### src/fdcu_map.vh
// register offsets, status and interrupt bit positions and timing counts of the disk command unit
`ifndef FDCU_MAP_VH
`define FDCU_MAP_VH
`define FDCU_ADDR_STATUS 12'h000
`define FDCU_ADDR_TRACK 12'h004
`define FDCU_ADDR_SECTOR 12'h008
`define FDCU_ADDR_DATA 12'h00C
`define FDCU_ADDR_IRQ_STAT 12'h010
`define FDCU_ADDR_IRQ_MASK 12'h014
`define FDCU_ADDR_ID_TRACK 12'h018
`define FDCU_ADDR_ID_SECTOR 12'h01C
`define FDCU_ADDR_CMD_MODE 12'h020
`define FDCU_ST_BUSY 0
`define FDCU_ST_RNF 4
`define FDCU_IRQ_DONE 0
`define FDCU_IRQ_RNF 1
`define FDCU_IRQ_FORCE 2
`define FDCU_IRQ_INDEX 3
`define FDCU_STEP_NS 3000
`define FDCU_STEP_CYC ((`FDCU_STEP_NS + 9) / 10)
`define FDCU_REVS 2
`endif

### src/fdcu_top.v
// disk command unit: decoder, head stepper, id search and apb register file
//
// The APB register port and the register offsets are this design's own decisions.
`timescale 1ns/1ps
`include "fdcu_map.vh"

// Functional notes
// - upper bits 100 decode as sector read; m, b, E flags; low bits zero.
// - upper bits 101 decode as sector write; low two bits pick data mark.
// - pattern 11000, E flag, low bits zero decode as read address.
// - pattern 11100, E flag, bit1 zero, sync bit0 decode as read track.
// - pattern 11110, E flag, low bits zero decode as write track.
// - upper bits 1101 force interrupt; low four bits pick raising conditions.
// - restore steps outward until track zero, then track register becomes zero.
// - seek steps toward destination while track and data registers differ.
// - when equal, seek ends and raises interrupt.
// - step in/out move exactly one track and record direction.
// - plain step moves one track in last used direction.
// - id field matches only with valid track, sector and crc.
// - no match within two index revolutions ends the command with interrupt.
// - failed id search sets record-not-found at status bit 4.
// - read address reads next id field and hands bytes to host.
// - force interrupt accepted any time, aborts command; raises interrupt only for the conditions its low bits pick.
// - select lines with strobe choose status/command, track, sector, data.
module fdcu_top (
  input wire clock_i,
  input wire rst_n_i,
  input wire psel_i,
  input wire penable_i,
  input wire pwrite_i,
  input wire [11:0] paddr_i,
  input wire [31:0] pwdata_i,
  output reg [31:0] prdata_o,
  output reg pready_o,
  output reg pslverr_o,
  input wire index_i,
  input wire track00_i,
  input wire id_valid_i,
  input wire crc_ok_i,
  input wire [7:0] id_track_i,
  input wire [7:0] id_sector_i,
  output reg step_o,
  output reg step_dir_in_o,
  output reg write_gate_o,
  output reg [1:0] data_mark_o,
  output reg irq_o
);

  // sequencer states
  localparam [2:0] S_IDLE = 3'h0;
  localparam [2:0] S_STEP = 3'h1;
  localparam [2:0] S_WAIT = 3'h2;
  localparam [2:0] S_SRCH = 3'h3;
  localparam [2:0] S_XFER = 3'h4;
  localparam [2:0] S_DONE = 3'h5;

  // decoded command kinds; all head moves sort below K_READ
  localparam [3:0] K_NONE = 4'h0;
  localparam [3:0] K_RESTORE = 4'h1;
  localparam [3:0] K_SEEK = 4'h2;
  localparam [3:0] K_STEP = 4'h3;
  localparam [3:0] K_STEP_IN = 4'h4;
  localparam [3:0] K_STEP_OUT = 4'h5;
  localparam [3:0] K_READ = 4'h6;
  localparam [3:0] K_WRITE = 4'h7;
  localparam [3:0] K_RADDR = 4'h8;
  localparam [3:0] K_RTRACK = 4'h9;
  localparam [3:0] K_WTRACK = 4'hA;
  localparam [3:0] K_FORCE = 4'hB;
  // step spacing in controller clocks
  localparam [15:0] STEP_CYC = `FDCU_STEP_CYC;

  // classify an 8-bit command word; illegal forms decode as none
  function [3:0] decode;
    input [7:0] c;
    begin
      casez (c)
        8'b0000_????: decode = K_RESTORE;
        8'b0001_????: decode = K_SEEK;
        8'b001?_????: decode = K_STEP;
        8'b010?_????: decode = K_STEP_IN;
        8'b011?_????: decode = K_STEP_OUT;
        8'b100?_??00: decode = K_READ;
        8'b101?_????: decode = K_WRITE;
        8'b1100_0?00: decode = K_RADDR;
        8'b1110_0?0?: decode = K_RTRACK;
        8'b1111_0?00: decode = K_WTRACK;
        8'b1101_????: decode = K_FORCE;
        default: decode = K_NONE;
      endcase
    end
  endfunction

  // true for every address the host may reach; the rest answer with an error
  function reg_hit;
    input [11:0] a;
    begin
      case (a)
        `FDCU_ADDR_STATUS,
        `FDCU_ADDR_TRACK,
        `FDCU_ADDR_SECTOR,
        `FDCU_ADDR_DATA,
        `FDCU_ADDR_IRQ_STAT,
        `FDCU_ADDR_IRQ_MASK,
        `FDCU_ADDR_ID_TRACK,
        `FDCU_ADDR_ID_SECTOR,
        `FDCU_ADDR_CMD_MODE:
          reg_hit = 1'b1;
        default: reg_hit = 1'b0;
      endcase
    end
  endfunction

  // the index line has a third stage only for its edge detector
  reg idx_s1_q, idx_s2_q, idx_s3_q;
  reg t0_s1_q, t0_s2_q;
  reg idv_s1_q, idv_s2_q, crc_s1_q, crc_s2_q;
  reg [7:0] idt_s1_q, idt_s2_q, ids_s1_q, ids_s2_q;
  reg [7:0] track_q, sector_q, data_q, cmd_q, id_trk_q, id_sec_q;
  reg [3:0] kind_q, force_cond_q;
  reg [2:0] state_q;
  reg [15:0] tmr_q;
  reg [1:0] revs_q;
  reg busy_q, rnf_q, dir_in_q;
  reg [3:0] irq_stat_q, irq_mask_q;

  wire index_rise = idx_s2_q & ~idx_s3_q;
  wire idv = idv_s2_q;
  wire id_match = idv & crc_s2_q & (idt_s2_q == track_q) & (ids_s2_q == sector_q);
  wire apb_wr = psel_i & penable_i & pwrite_i;
  wire apb_rd = psel_i & penable_i & ~pwrite_i;
  wire cmd_wr = apb_wr & (paddr_i == `FDCU_ADDR_STATUS);
  wire [3:0] cmd_kind = decode(pwdata_i[7:0]);
  wire hit = reg_hit(paddr_i);
  // host writes land on the first access edge only, never again while ready is up
  wire wr_take = apb_wr & ~pready_o;
  wire wr_track = wr_take & (paddr_i == `FDCU_ADDR_TRACK);
  wire wr_sector = wr_take & (paddr_i == `FDCU_ADDR_SECTOR);
  wire wr_data = wr_take & (paddr_i == `FDCU_ADDR_DATA);
  wire wr_mask = wr_take & (paddr_i == `FDCU_ADDR_IRQ_MASK);
  wire rd_clear = apb_rd & ~pready_o & (paddr_i == `FDCU_ADDR_IRQ_STAT);
  wire force_wr = cmd_wr & ~pready_o & (cmd_kind == K_FORCE);
  wire cmd_take = cmd_wr & ~pready_o & ~busy_q & (cmd_kind != K_NONE);
  // the search ends on the first acceptable id field for the command in hand
  wire raddr_hit = (kind_q == K_RADDR) & idv & crc_s2_q;
  wire sect_hit = (kind_q != K_RADDR) & id_match;
  wire [7:0] status_v = {3'h0, rnf_q, 3'h0, busy_q};

  reg ev_done, ev_rnf, ev_force, ev_index;
  reg [31:0] rdata_d;

  // read mux; unmapped addresses read zero
  always @* begin
    rdata_d = 32'h0000_0000;
    case (paddr_i)
      `FDCU_ADDR_STATUS: rdata_d = {24'h0, status_v};
      `FDCU_ADDR_TRACK: rdata_d = {24'h0, track_q};
      `FDCU_ADDR_SECTOR: rdata_d = {24'h0, sector_q};
      `FDCU_ADDR_DATA: rdata_d = {24'h0, data_q};
      `FDCU_ADDR_IRQ_STAT: rdata_d = {28'h0, irq_stat_q};
      `FDCU_ADDR_IRQ_MASK: rdata_d = {28'h0, irq_mask_q};
      `FDCU_ADDR_ID_TRACK: rdata_d = {24'h0, id_trk_q};
      `FDCU_ADDR_ID_SECTOR: rdata_d = {24'h0, id_sec_q};
      `FDCU_ADDR_CMD_MODE: rdata_d = {20'h0, kind_q, cmd_q};
      default: rdata_d = 32'h0000_0000;
    endcase
  end

  // events that feed the sticky interrupt status, one cycle wide each
  always @* begin
    ev_done = (state_q == S_DONE);
    ev_rnf = (state_q == S_SRCH) & ~raddr_hit & ~sect_hit & (revs_q == `FDCU_REVS);
    ev_force = force_wr & pwdata_i[3];
    // index events only while a forced interrupt has armed that condition
    ev_index = force_cond_q[2] & index_rise;
  end

  // drive inputs are asynchronous to the controller clock
  always @(posedge clock_i) begin
    idx_s1_q <= index_i;
    idx_s2_q <= idx_s1_q;
    idx_s3_q <= idx_s2_q;
    t0_s1_q <= track00_i;
    t0_s2_q <= t0_s1_q;
    idv_s1_q <= id_valid_i;
    idv_s2_q <= idv_s1_q;
    crc_s1_q <= crc_ok_i;
    crc_s2_q <= crc_s1_q;
    idt_s1_q <= id_track_i;
    idt_s2_q <= idt_s1_q;
    ids_s1_q <= id_sector_i;
    ids_s2_q <= ids_s1_q;
  end

  // every access is answered after exactly one wait state
  always @(posedge clock_i) begin
    if (!rst_n_i) begin
      prdata_o <= 32'h0000_0000;
      pready_o <= 1'b0;
      pslverr_o <= 1'b0;
    end else begin
      // one wait state: ready rises on the second access cycle
      pready_o <= psel_i & penable_i & ~pready_o;
      pslverr_o <= psel_i & penable_i & ~pready_o & ~hit;
      prdata_o <= rdata_d;
    end
  end

  always @(posedge clock_i) begin
    if (!rst_n_i) begin
      track_q <= 8'h00;
      sector_q <= 8'h00;
      data_q <= 8'h00;
      cmd_q <= 8'h00;
      kind_q <= K_NONE;
      force_cond_q <= 4'h0;
      state_q <= S_IDLE;
      tmr_q <= 16'h0000;
      revs_q <= 2'h0;
      busy_q <= 1'b0;
      rnf_q <= 1'b0;
      dir_in_q <= 1'b0;
      id_trk_q <= 8'h00;
      id_sec_q <= 8'h00;
      irq_mask_q <= 4'h0;
      step_o <= 1'b0;
      step_dir_in_o <= 1'b0;
      write_gate_o <= 1'b0;
      data_mark_o <= 2'h0;
    end else begin
      step_o <= 1'b0;
      // host register writes; the sequencer below may override track and data
      if (wr_track) track_q <= pwdata_i[7:0];
      if (wr_sector) sector_q <= pwdata_i[7:0];
      if (wr_data) data_q <= pwdata_i[7:0];
      if (wr_mask) irq_mask_q <= pwdata_i[3:0];
      case (state_q)
        S_STEP: begin
          // restore has no target: track zero is known only from the drive line
          if (kind_q == K_RESTORE && t0_s2_q) begin
            track_q <= 8'h00;
            state_q <= S_DONE;
          end else if (kind_q == K_SEEK && track_q == data_q) begin
            state_q <= S_DONE;
          end else begin
            step_o <= 1'b1;
            step_dir_in_o <= dir_in_q;
            if (kind_q != K_RESTORE) begin
              track_q <= dir_in_q ? track_q + 8'h01 : track_q - 8'h01;
            end
            tmr_q <= STEP_CYC;
            state_q <= S_WAIT;
          end
        end
        S_WAIT: begin
          // the drive needs the full step time before the next pulse or the end
          if (tmr_q != 16'h0000) begin
            tmr_q <= tmr_q - 16'h0001;
          end else if (kind_q == K_RESTORE || kind_q == K_SEEK) begin
            state_q <= S_STEP;
          end else begin
            state_q <= S_DONE;
          end
        end
        S_SRCH: begin
          // revolutions are counted on the synchronised index edge
          if (index_rise) revs_q <= revs_q + 2'h1;
          if (raddr_hit) begin
            id_trk_q <= idt_s2_q;
            id_sec_q <= ids_s2_q;
            data_q <= idt_s2_q;
            state_q <= S_DONE;
          end else if (sect_hit) begin
            id_trk_q <= idt_s2_q;
            id_sec_q <= ids_s2_q;
            write_gate_o <= (kind_q == K_WRITE);
            state_q <= S_XFER;
          end else if (revs_q == `FDCU_REVS) begin
            rnf_q <= 1'b1;
            state_q <= S_DONE;
          end
        end
        S_XFER: begin
          // sector payload moves in the datapath; end the record at id drop
          if (~idv) begin
            write_gate_o <= 1'b0;
            state_q <= S_DONE;
          end
        end
        S_DONE: begin
          busy_q <= 1'b0;
          state_q <= S_IDLE;
        end
        default: state_q <= S_IDLE;
      endcase
      // a forced interrupt overrides whatever the sequencer was doing
      if (force_wr) begin
        cmd_q <= pwdata_i[7:0];
        kind_q <= K_FORCE;
        force_cond_q <= pwdata_i[3:0];
        busy_q <= 1'b0;
        write_gate_o <= 1'b0;
        state_q <= S_IDLE;
      end else if (cmd_take) begin
        // any other command is dropped, not queued, while busy
        cmd_q <= pwdata_i[7:0];
        kind_q <= cmd_kind;
        busy_q <= 1'b1;
        rnf_q <= 1'b0;
        revs_q <= 2'h0;
        force_cond_q <= 4'h0;
        data_mark_o <= pwdata_i[1:0];
        if (cmd_kind == K_STEP_IN) dir_in_q <= 1'b1;
        if (cmd_kind == K_STEP_OUT || cmd_kind == K_RESTORE) dir_in_q <= 1'b0;
        if (cmd_kind == K_SEEK) dir_in_q <= (data_q > track_q);
        if (cmd_kind <= K_STEP_OUT) state_q <= S_STEP;
        else if (cmd_kind == K_RTRACK || cmd_kind == K_WTRACK) state_q <= S_XFER;
        else state_q <= S_SRCH;
      end
    end
  end

  // a read of the interrupt status clears it, but an event in the same cycle wins
  always @(posedge clock_i) begin
    if (!rst_n_i) begin
      irq_stat_q <= 4'h0;
      irq_o <= 1'b0;
    end else begin
      if (rd_clear) begin
        irq_stat_q <= {ev_index, ev_force, ev_rnf, ev_done};
      end else begin
        irq_stat_q <= irq_stat_q | {ev_index, ev_force, ev_rnf, ev_done};
      end
      // the level output lags the sticky bits by one clock
      irq_o <= |(irq_stat_q & irq_mask_q);
    end
  end

endmodule

### config.mk
export PLATFORM = sky130hd
export DESIGN_NAME = fdcu_top
export DESIGN_NICKNAME = d
export VERILOG_FILES = /design/src/fdcu_top.v
export VERILOG_INCLUDE_DIRS = /design/src /design/src/src
export SDC_FILE = /design/constraint.sdc
export NUM_CORES = 1
export LEC_CHECK = 0
export BUFFER_PORTS_ARGS = -buffer_cell sky130_fd_sc_hd__clkbuf_2
export CAP_MARGIN = 20
export CORE_UTILIZATION = 45
export CTS_CLUSTER_DIAMETER = 40
export DETAILED_ROUTE_END_ITERATION = 7
export GPL_TIMING_DRIVEN = 0
export PLACE_DENSITY = 0.67
export RECOVER_POWER = 25
export REMOVE_ABC_BUFFERS = 1
export SLEW_MARGIN = 20
export SYNTH_ARGS = -nofsm -noshare
export SYNTH_HDL_FRONTEND = slang
export SYNTH_SLANG_ARGS = --single-unit
### constraint.sdc
create_clock -name clock_i -period 6.1 [get_ports clock_i]
set_input_delay 0 -clock clock_i [delete_from_list [all_inputs] [get_ports clock_i]]
set_output_delay 0 -clock clock_i [all_outputs]
set_load 0.02 [all_outputs]
# Yosys cells after proc, flatten, opt, wreduce, memory -nomap -nowiden

Cells that the tools add are included.

Add/sub/neg operators: 4
Magnitude comparators: 2
Eq/ne operators: 49
Mux-type cells: 59
Bitwise operators: 43
Reduce and logical (&&, ||, !) cells: 26

Operators by type and width:

| cell                  | number |
|---|---|
| $mux 8                | 15 |
| $pmux 12 s9           | 1 |
| $eq 12x5->1 const B   | 4 |
| $mux 16               | 3 |
| $pmux 4 s11           | 1 |
| $mux 3                | 13 |
| $pmux 16 s2           | 1 |
| $and 1x1->1           | 29 |
| $eq 12x4->1 const B   | 2 |
| $eq 8x8->1            | 3 |
| $eq 4x4->1 const B    | 5 |
| $mux 1                | 16 |
| $reduce_bool 16->1    | 1 |
| $sub 16x1->16 const B | 1 |
| $eq 7x7->1 const B    | 2 |
| $eq 12x3->1 const B   | 1 |
| $eq 12x6->1 const B   | 1 |
| $eq 3x2->1 const B    | 4 |
| $eq 4x1->1 const B    | 3 |
| $eq 4x3->1 const B    | 3 |
| $logic_not 12->1      | 1 |
| $mux 4                | 3 |
| $ne 2x2->1 const B    | 6 |
| $not 1->1             | 12 |
| other kinds (33)      | 52 |

Register bits after elaboration: 168
Input bits: 69
Output and inout bits: 40
Logic and storage cells: 221

# Depth between registers and ports, before layout

Depth in word-level cells: 9
Gate-level depth with buffers: 9
Depth with buffers taken out: 8

# Worst setup path before layout

No wires, ideal clock.

Path type: flip-flop to flip-flop
Start point: reg tmr_q[10]
End point: reg tmr_q[3]
Library setup time: 0.132 ns
Data arrival time: 2.129 ns
Required time: 5.968 ns
Setup slack: 3.838 ns
Cell stages (with the launch flop): 8
Path buffers: 1
Clock period less this slack: 2.262 ns
Cell sequence: dfxtp_1 -> or4_4 -> or4_4 -> o211ai_4 -> buf_4 -> a21oi_1 -> xnor2_1 -> a21oi_1

Longest elaborated chain between the ends: 3

Ends and longest elaborated chain:

| what                       | line           | source |
|---|---|---|
| from (decl)                | fdcu_top.v:122 | `reg [15:0] tmr_q;` |
| from (signal assigned)     | fdcu_top.v:258 | `tmr_q <= tmr_q - 16'h0001;` |
| $reduce_bool 16->1         | fdcu_top.v:257 | `if (tmr_q != 16'h0000) begin` |
| $ne 2x2->1 (no line)       | --             |  |
| $reduce_and 4->1 (no line) | --             |  |

Every way passes these cells.
A chain may end at the register's enable or synchronous reset.

# Worst setup path in the final report

Start point: reg track_q[1]
End point: reg tmr_q[5]

Longest elaborated chain between the ends: 4

Ends and longest elaborated chain:

| what                       | line           | source |
|---|---|---|
| from (decl)                | fdcu_top.v:119 | `reg [7:0] track_q, sector_q, data_q, cmd_q, id_trk_q, id_sec_q;` |
| from (signal assigned)     | fdcu_top.v:233 | `if (wr_track) track_q <= pwdata_i[7:0];` |
| from (signal assigned)     | fdcu_top.v:249 | `track_q <= dir_in_q ? track_q + 8'h01 : track_q - 8'h01;` |
| $eq 8x8->1                 | fdcu_top.v:243 | `end else if (kind_q == K_SEEK && track_q == data_q) begin` |
| $logic_and 1x1->1          | fdcu_top.v:243 |  |
| $ne 2x2->1 (no line)       | --             |  |
| $reduce_and 4->1 (no line) | --             |  |

Every way passes these cells.

==> summary.json <==
{
  "run_status": {"value": "finished, final reports clean"},
  "buffer_ports.inserted": {"value": 64},
  "die-area": {"value": 15500, "unit": "sq um"},
  "cts_max_path_buffers": {"value": 2},
  "powerDensity": {"value": 399, "unit": "nW/um^2"},
  "drc": {"value": 0},
  "arrival": {"value": 3130, "unit": "ps"},
  "cp_cell_sequence": {"value": "inv_1 > ha_1 > nand4_1 > nor3_1 > or3_4 > a2111oi_0 > xnor2_1 > a21oi_1"},
  "start_kind": {"value": "register"},
  "wl_per_cell": {"value": 17.8, "unit": "um"},
  "max_cap_violations": {"value": 0},
  "finish.net_count": {"value": 893},
  "final_min_period_over_clock_period": {"value": 0.467},
  "synth_instances": {"value": 739},
  "cp.buffers_inverters": {"value": 1},
  "grt_max_degree": {"value": 33},
  "clk_pin_slew": {"value": 60, "unit": "ps"},
  "drive_gt1_frac": {"value": 0.156},
  "final-seq-area": {"value": 2920, "unit": "sq um"},
  "vertical_die_dimension": {"value": 125, "unit": "um"},
  "synth_area": {"value": 6770, "unit": "sq um"},
  "wire_length_of_the_first_global_routing_pass": {"value": 27.9, "unit": "mm"},
  "antenna-diode-count": {"value": 0},
  "total_leakage_power": {"value": 3.16, "unit": "nW"},
  "initial_utilization": {"value": 0.464},
  "detailroute.via_count": {"value": 5830},
  "antenna_violation_net_count_after_detailed_routing": {"value": 0},
  "layout.filler_cells": {"value": 1310},
  "achievable_freq": {"value": 351, "unit": "MHz"},
  "pin_count": {"value": 109},
  "post_synth_num_cell_types": {"value": 70},
  "timing.critical_path.required": {"value": 6390, "unit": "ps"},
  "design_power_total": {"value": 0.00316, "unit": "W"},
  "tritoncts.num_buffers": {"value": 17},
  "cp_top_family": {"value": "simple AND/OR/NAND/NOR gates"},
  "final_cell_count_no_fill": {"value": 1002},
  "pre_repair_dr_iteration_count": {"value": 5},
  "final-setup-viol-count": {"value": 0},
  "maxSlewHeadroom": {"value": 0.377},
  "insertion_delay": {"value": 420, "unit": "ps"},
  "placementRows": {"value": 44},
  "gpl.final_weighted_congestion": {"value": 0.899},
  "seq_area_frac_synth": {"value": 0.432},
  "dp.final_hpwl": {"value": 12.7, "unit": "mm"},
  "fp.coreArea": {"value": 14600, "unit": "sq um"},
  "hold_viol": {"value": 0},
  "post_cts_resized": {"value": 0},
  "hp-class": {"value": "input port to register"},
  "slowest_stage": {"value": "a2111oi_0"},
  "layout_common_cells": {"value": "146 x dfxtp_1, 76 x nor2_1, 63 x clkbuf_2"},
  "vdd_ir_drop_max": {"value": 0.215, "unit": "mV"},
  "count_of_placed_standard_cells_including_taps": {"value": 950},
  "period_needed": {"value": 2850, "unit": "ps"},
  "final_common_cell": {"value": "dfxtp_1"},
  "tightestPinTransition": {"value": 934, "unit": "ps"},
  "multi_input_area": {"value": 3500, "unit": "sq um"},
  "cts_root_buf": {"value": "clkbuf_16"},
  "tritoncts": {"value": "done"},
  "criticalPathCategory": {"value": "register to register"},
  "yosys_register_bits": {"value": 146},
  "syn-mean-instance-area": {"value": 9.16, "unit": "sq um"},
  "die_wd": {"value": 125, "unit": "um"},
  "viasPerCell": {"value": 5.82},
  "critPathCaptureType": {"value": "register"},
  "grt_total_ovfl": {"value": 0},
  "grt_antenna_before_repair": {"value": 0},
  "layout-area-overhead-vs-synth": {"value": 16.9, "unit": "%"},
  "first_iter_violations": {"value": 356},
  "h-tree-depth": {"value": 4},
  "synth-main-ff-cell": {"value": "dfxtp_1"},
  "skew": {"value": 6.38, "unit": "ps"},
  "crit_fanout": {"value": 21},
  "grt_pass1_vias": {"value": 5552},
  "setup_total_negative_slack": {"value": 0, "unit": "ps"},
  "rsz0062_at_grt": {"value": "false"},
  "cts_sinks": {"value": 146},
  "synth_edf_count": {"value": 0},
  "cpPeakStageDelay": {"value": 540, "unit": "ps"},
  "async_flop_share": {"value": 0},
  "globalRouteTotalUtil": {"value": 0.228},
  "maxSlewViolCount": {"value": 0},
  "synth-warning-count": {"value": 0},
  "wl": {"value": 17.9, "unit": "mm"}
}
[cell usage after synthesis (14+ instances only)]
master    count  area [sq um]
dfxtp_1     146          2920
nor2_1       77           289
a21oi_1      52           260
mux2i_1      40           400
o21ai_0      40           200
inv_1        30           113
clkbuf_1     29           109
nand2_1      29           109
nand3_1      27           135
buf_4        21           158
xnor2_1      20           175
ha_1         16           200
xor2_1       16           140
a211oi_1     14           105
nor3_1       14          70.1
[layout make-up]
cell class | count | area share
Clock inverter | 10 | 0.0172
Clock buffer | 20 | 0.0565
Inverter | 30 | 0.0142
Sequential cell | 146 | 0.369
Tap cell | 184 | 0.0291
Multi-Input combinational cell | 525 | 0.443
Timing Repair Buffer | 87 | 0.0707
[routing by layer]
metal / up-vias / global-route usage / share of wire
li1: 2751 / - / -
met1: 2804 / 0.282 / 0.41
met2: 245 / 0.380 / 0.48
met3: 30 / 0.0546 / 0.082
met4: 0 / 0.0914 / 0.024
met5: - / 0 / 0
[tightest hold or removal path: stages]
cell	delay [ps]
clkbuf_2	250
mux2i_1	110
nor2_1	70
[flip-flops by register name (all words and copies together) (netlist names), 2 cells and up]
| register | cells |
|---|---|
| cmd_q | 8 |
| data_mark_o | 2 |
| data_q | 8 |
| id_sec_q | 8 |
| id_trk_q | 8 |
| ids_s1_q | 8 |
| ids_s2_q | 8 |
| idt_s1_q | 8 |
| idt_s2_q | 8 |
| irq_mask_q | 4 |
| irq_stat_q | 4 |
| kind_q | 4 |
| prdata_o | 12 |
| revs_q | 2 |
| sector_q | 8 |
| state_q | 3 |
| tmr_q | 16 |
| track_q | 8 |
[repair_timing]
item | 4_1_cts | 5_1_grt
hold endpoints to repair | 24 | 0
hold buffers | 22 | 0
buffers inserted | 0 | 0
[power by group]
part           internal (W)  switching, W  total (W)
clock network      0.000646      0.000387    0.00103
registers           0.00104      0.000119    0.00116
logic              0.000420      0.000541   0.000961
total               0.00211       0.00105    0.00316
[path summary, 6_finish.rpt]
check             slack [ps]  cells past startpoint     endpoint        start
hold / removal            60                      3  sector_q[7]  pwdata_i[7]
setup / recovery        3250                      8     tmr_q[5]   track_q[1]
setup reg to reg        3250                      8     tmr_q[5]   track_q[1]
hold reg to reg          330                      0  idt_s2_q[6]  idt_s1_q[6]
[cells by family after synthesis]
| family | Yosys count | synth area share |
|---|---|---|
| adders and majority gates | 17 | 0.0325 |
| muxes | 52 | 0.0808 |
| xor gates and xnor gates | 36 | 0.0466 |
| AOI/OAI and AO/OA | 180 | 0.180 |
| other | 1 | 0.000554 |
| DFF | 146 | 0.432 |
| and+or+nand+nor | 220 | 0.166 |
| buffers and inverters | 87 | 0.0619 |
[per-stage QoR]
stage               setup WS, ps  utilization  area [sq um]  hold WS [ps]
CTS                         3310        0.542          7910          44.2
global route                3110        0.542          7910          80.0
floorplan                   3740            -          6530          27.7
detailed placement          3330        0.487          7110           104
global placement            3260        0.486          7080           102
finish                      3250        0.542          7910          57.2
No activity file was read; power rests on OpenSTA's default activity.
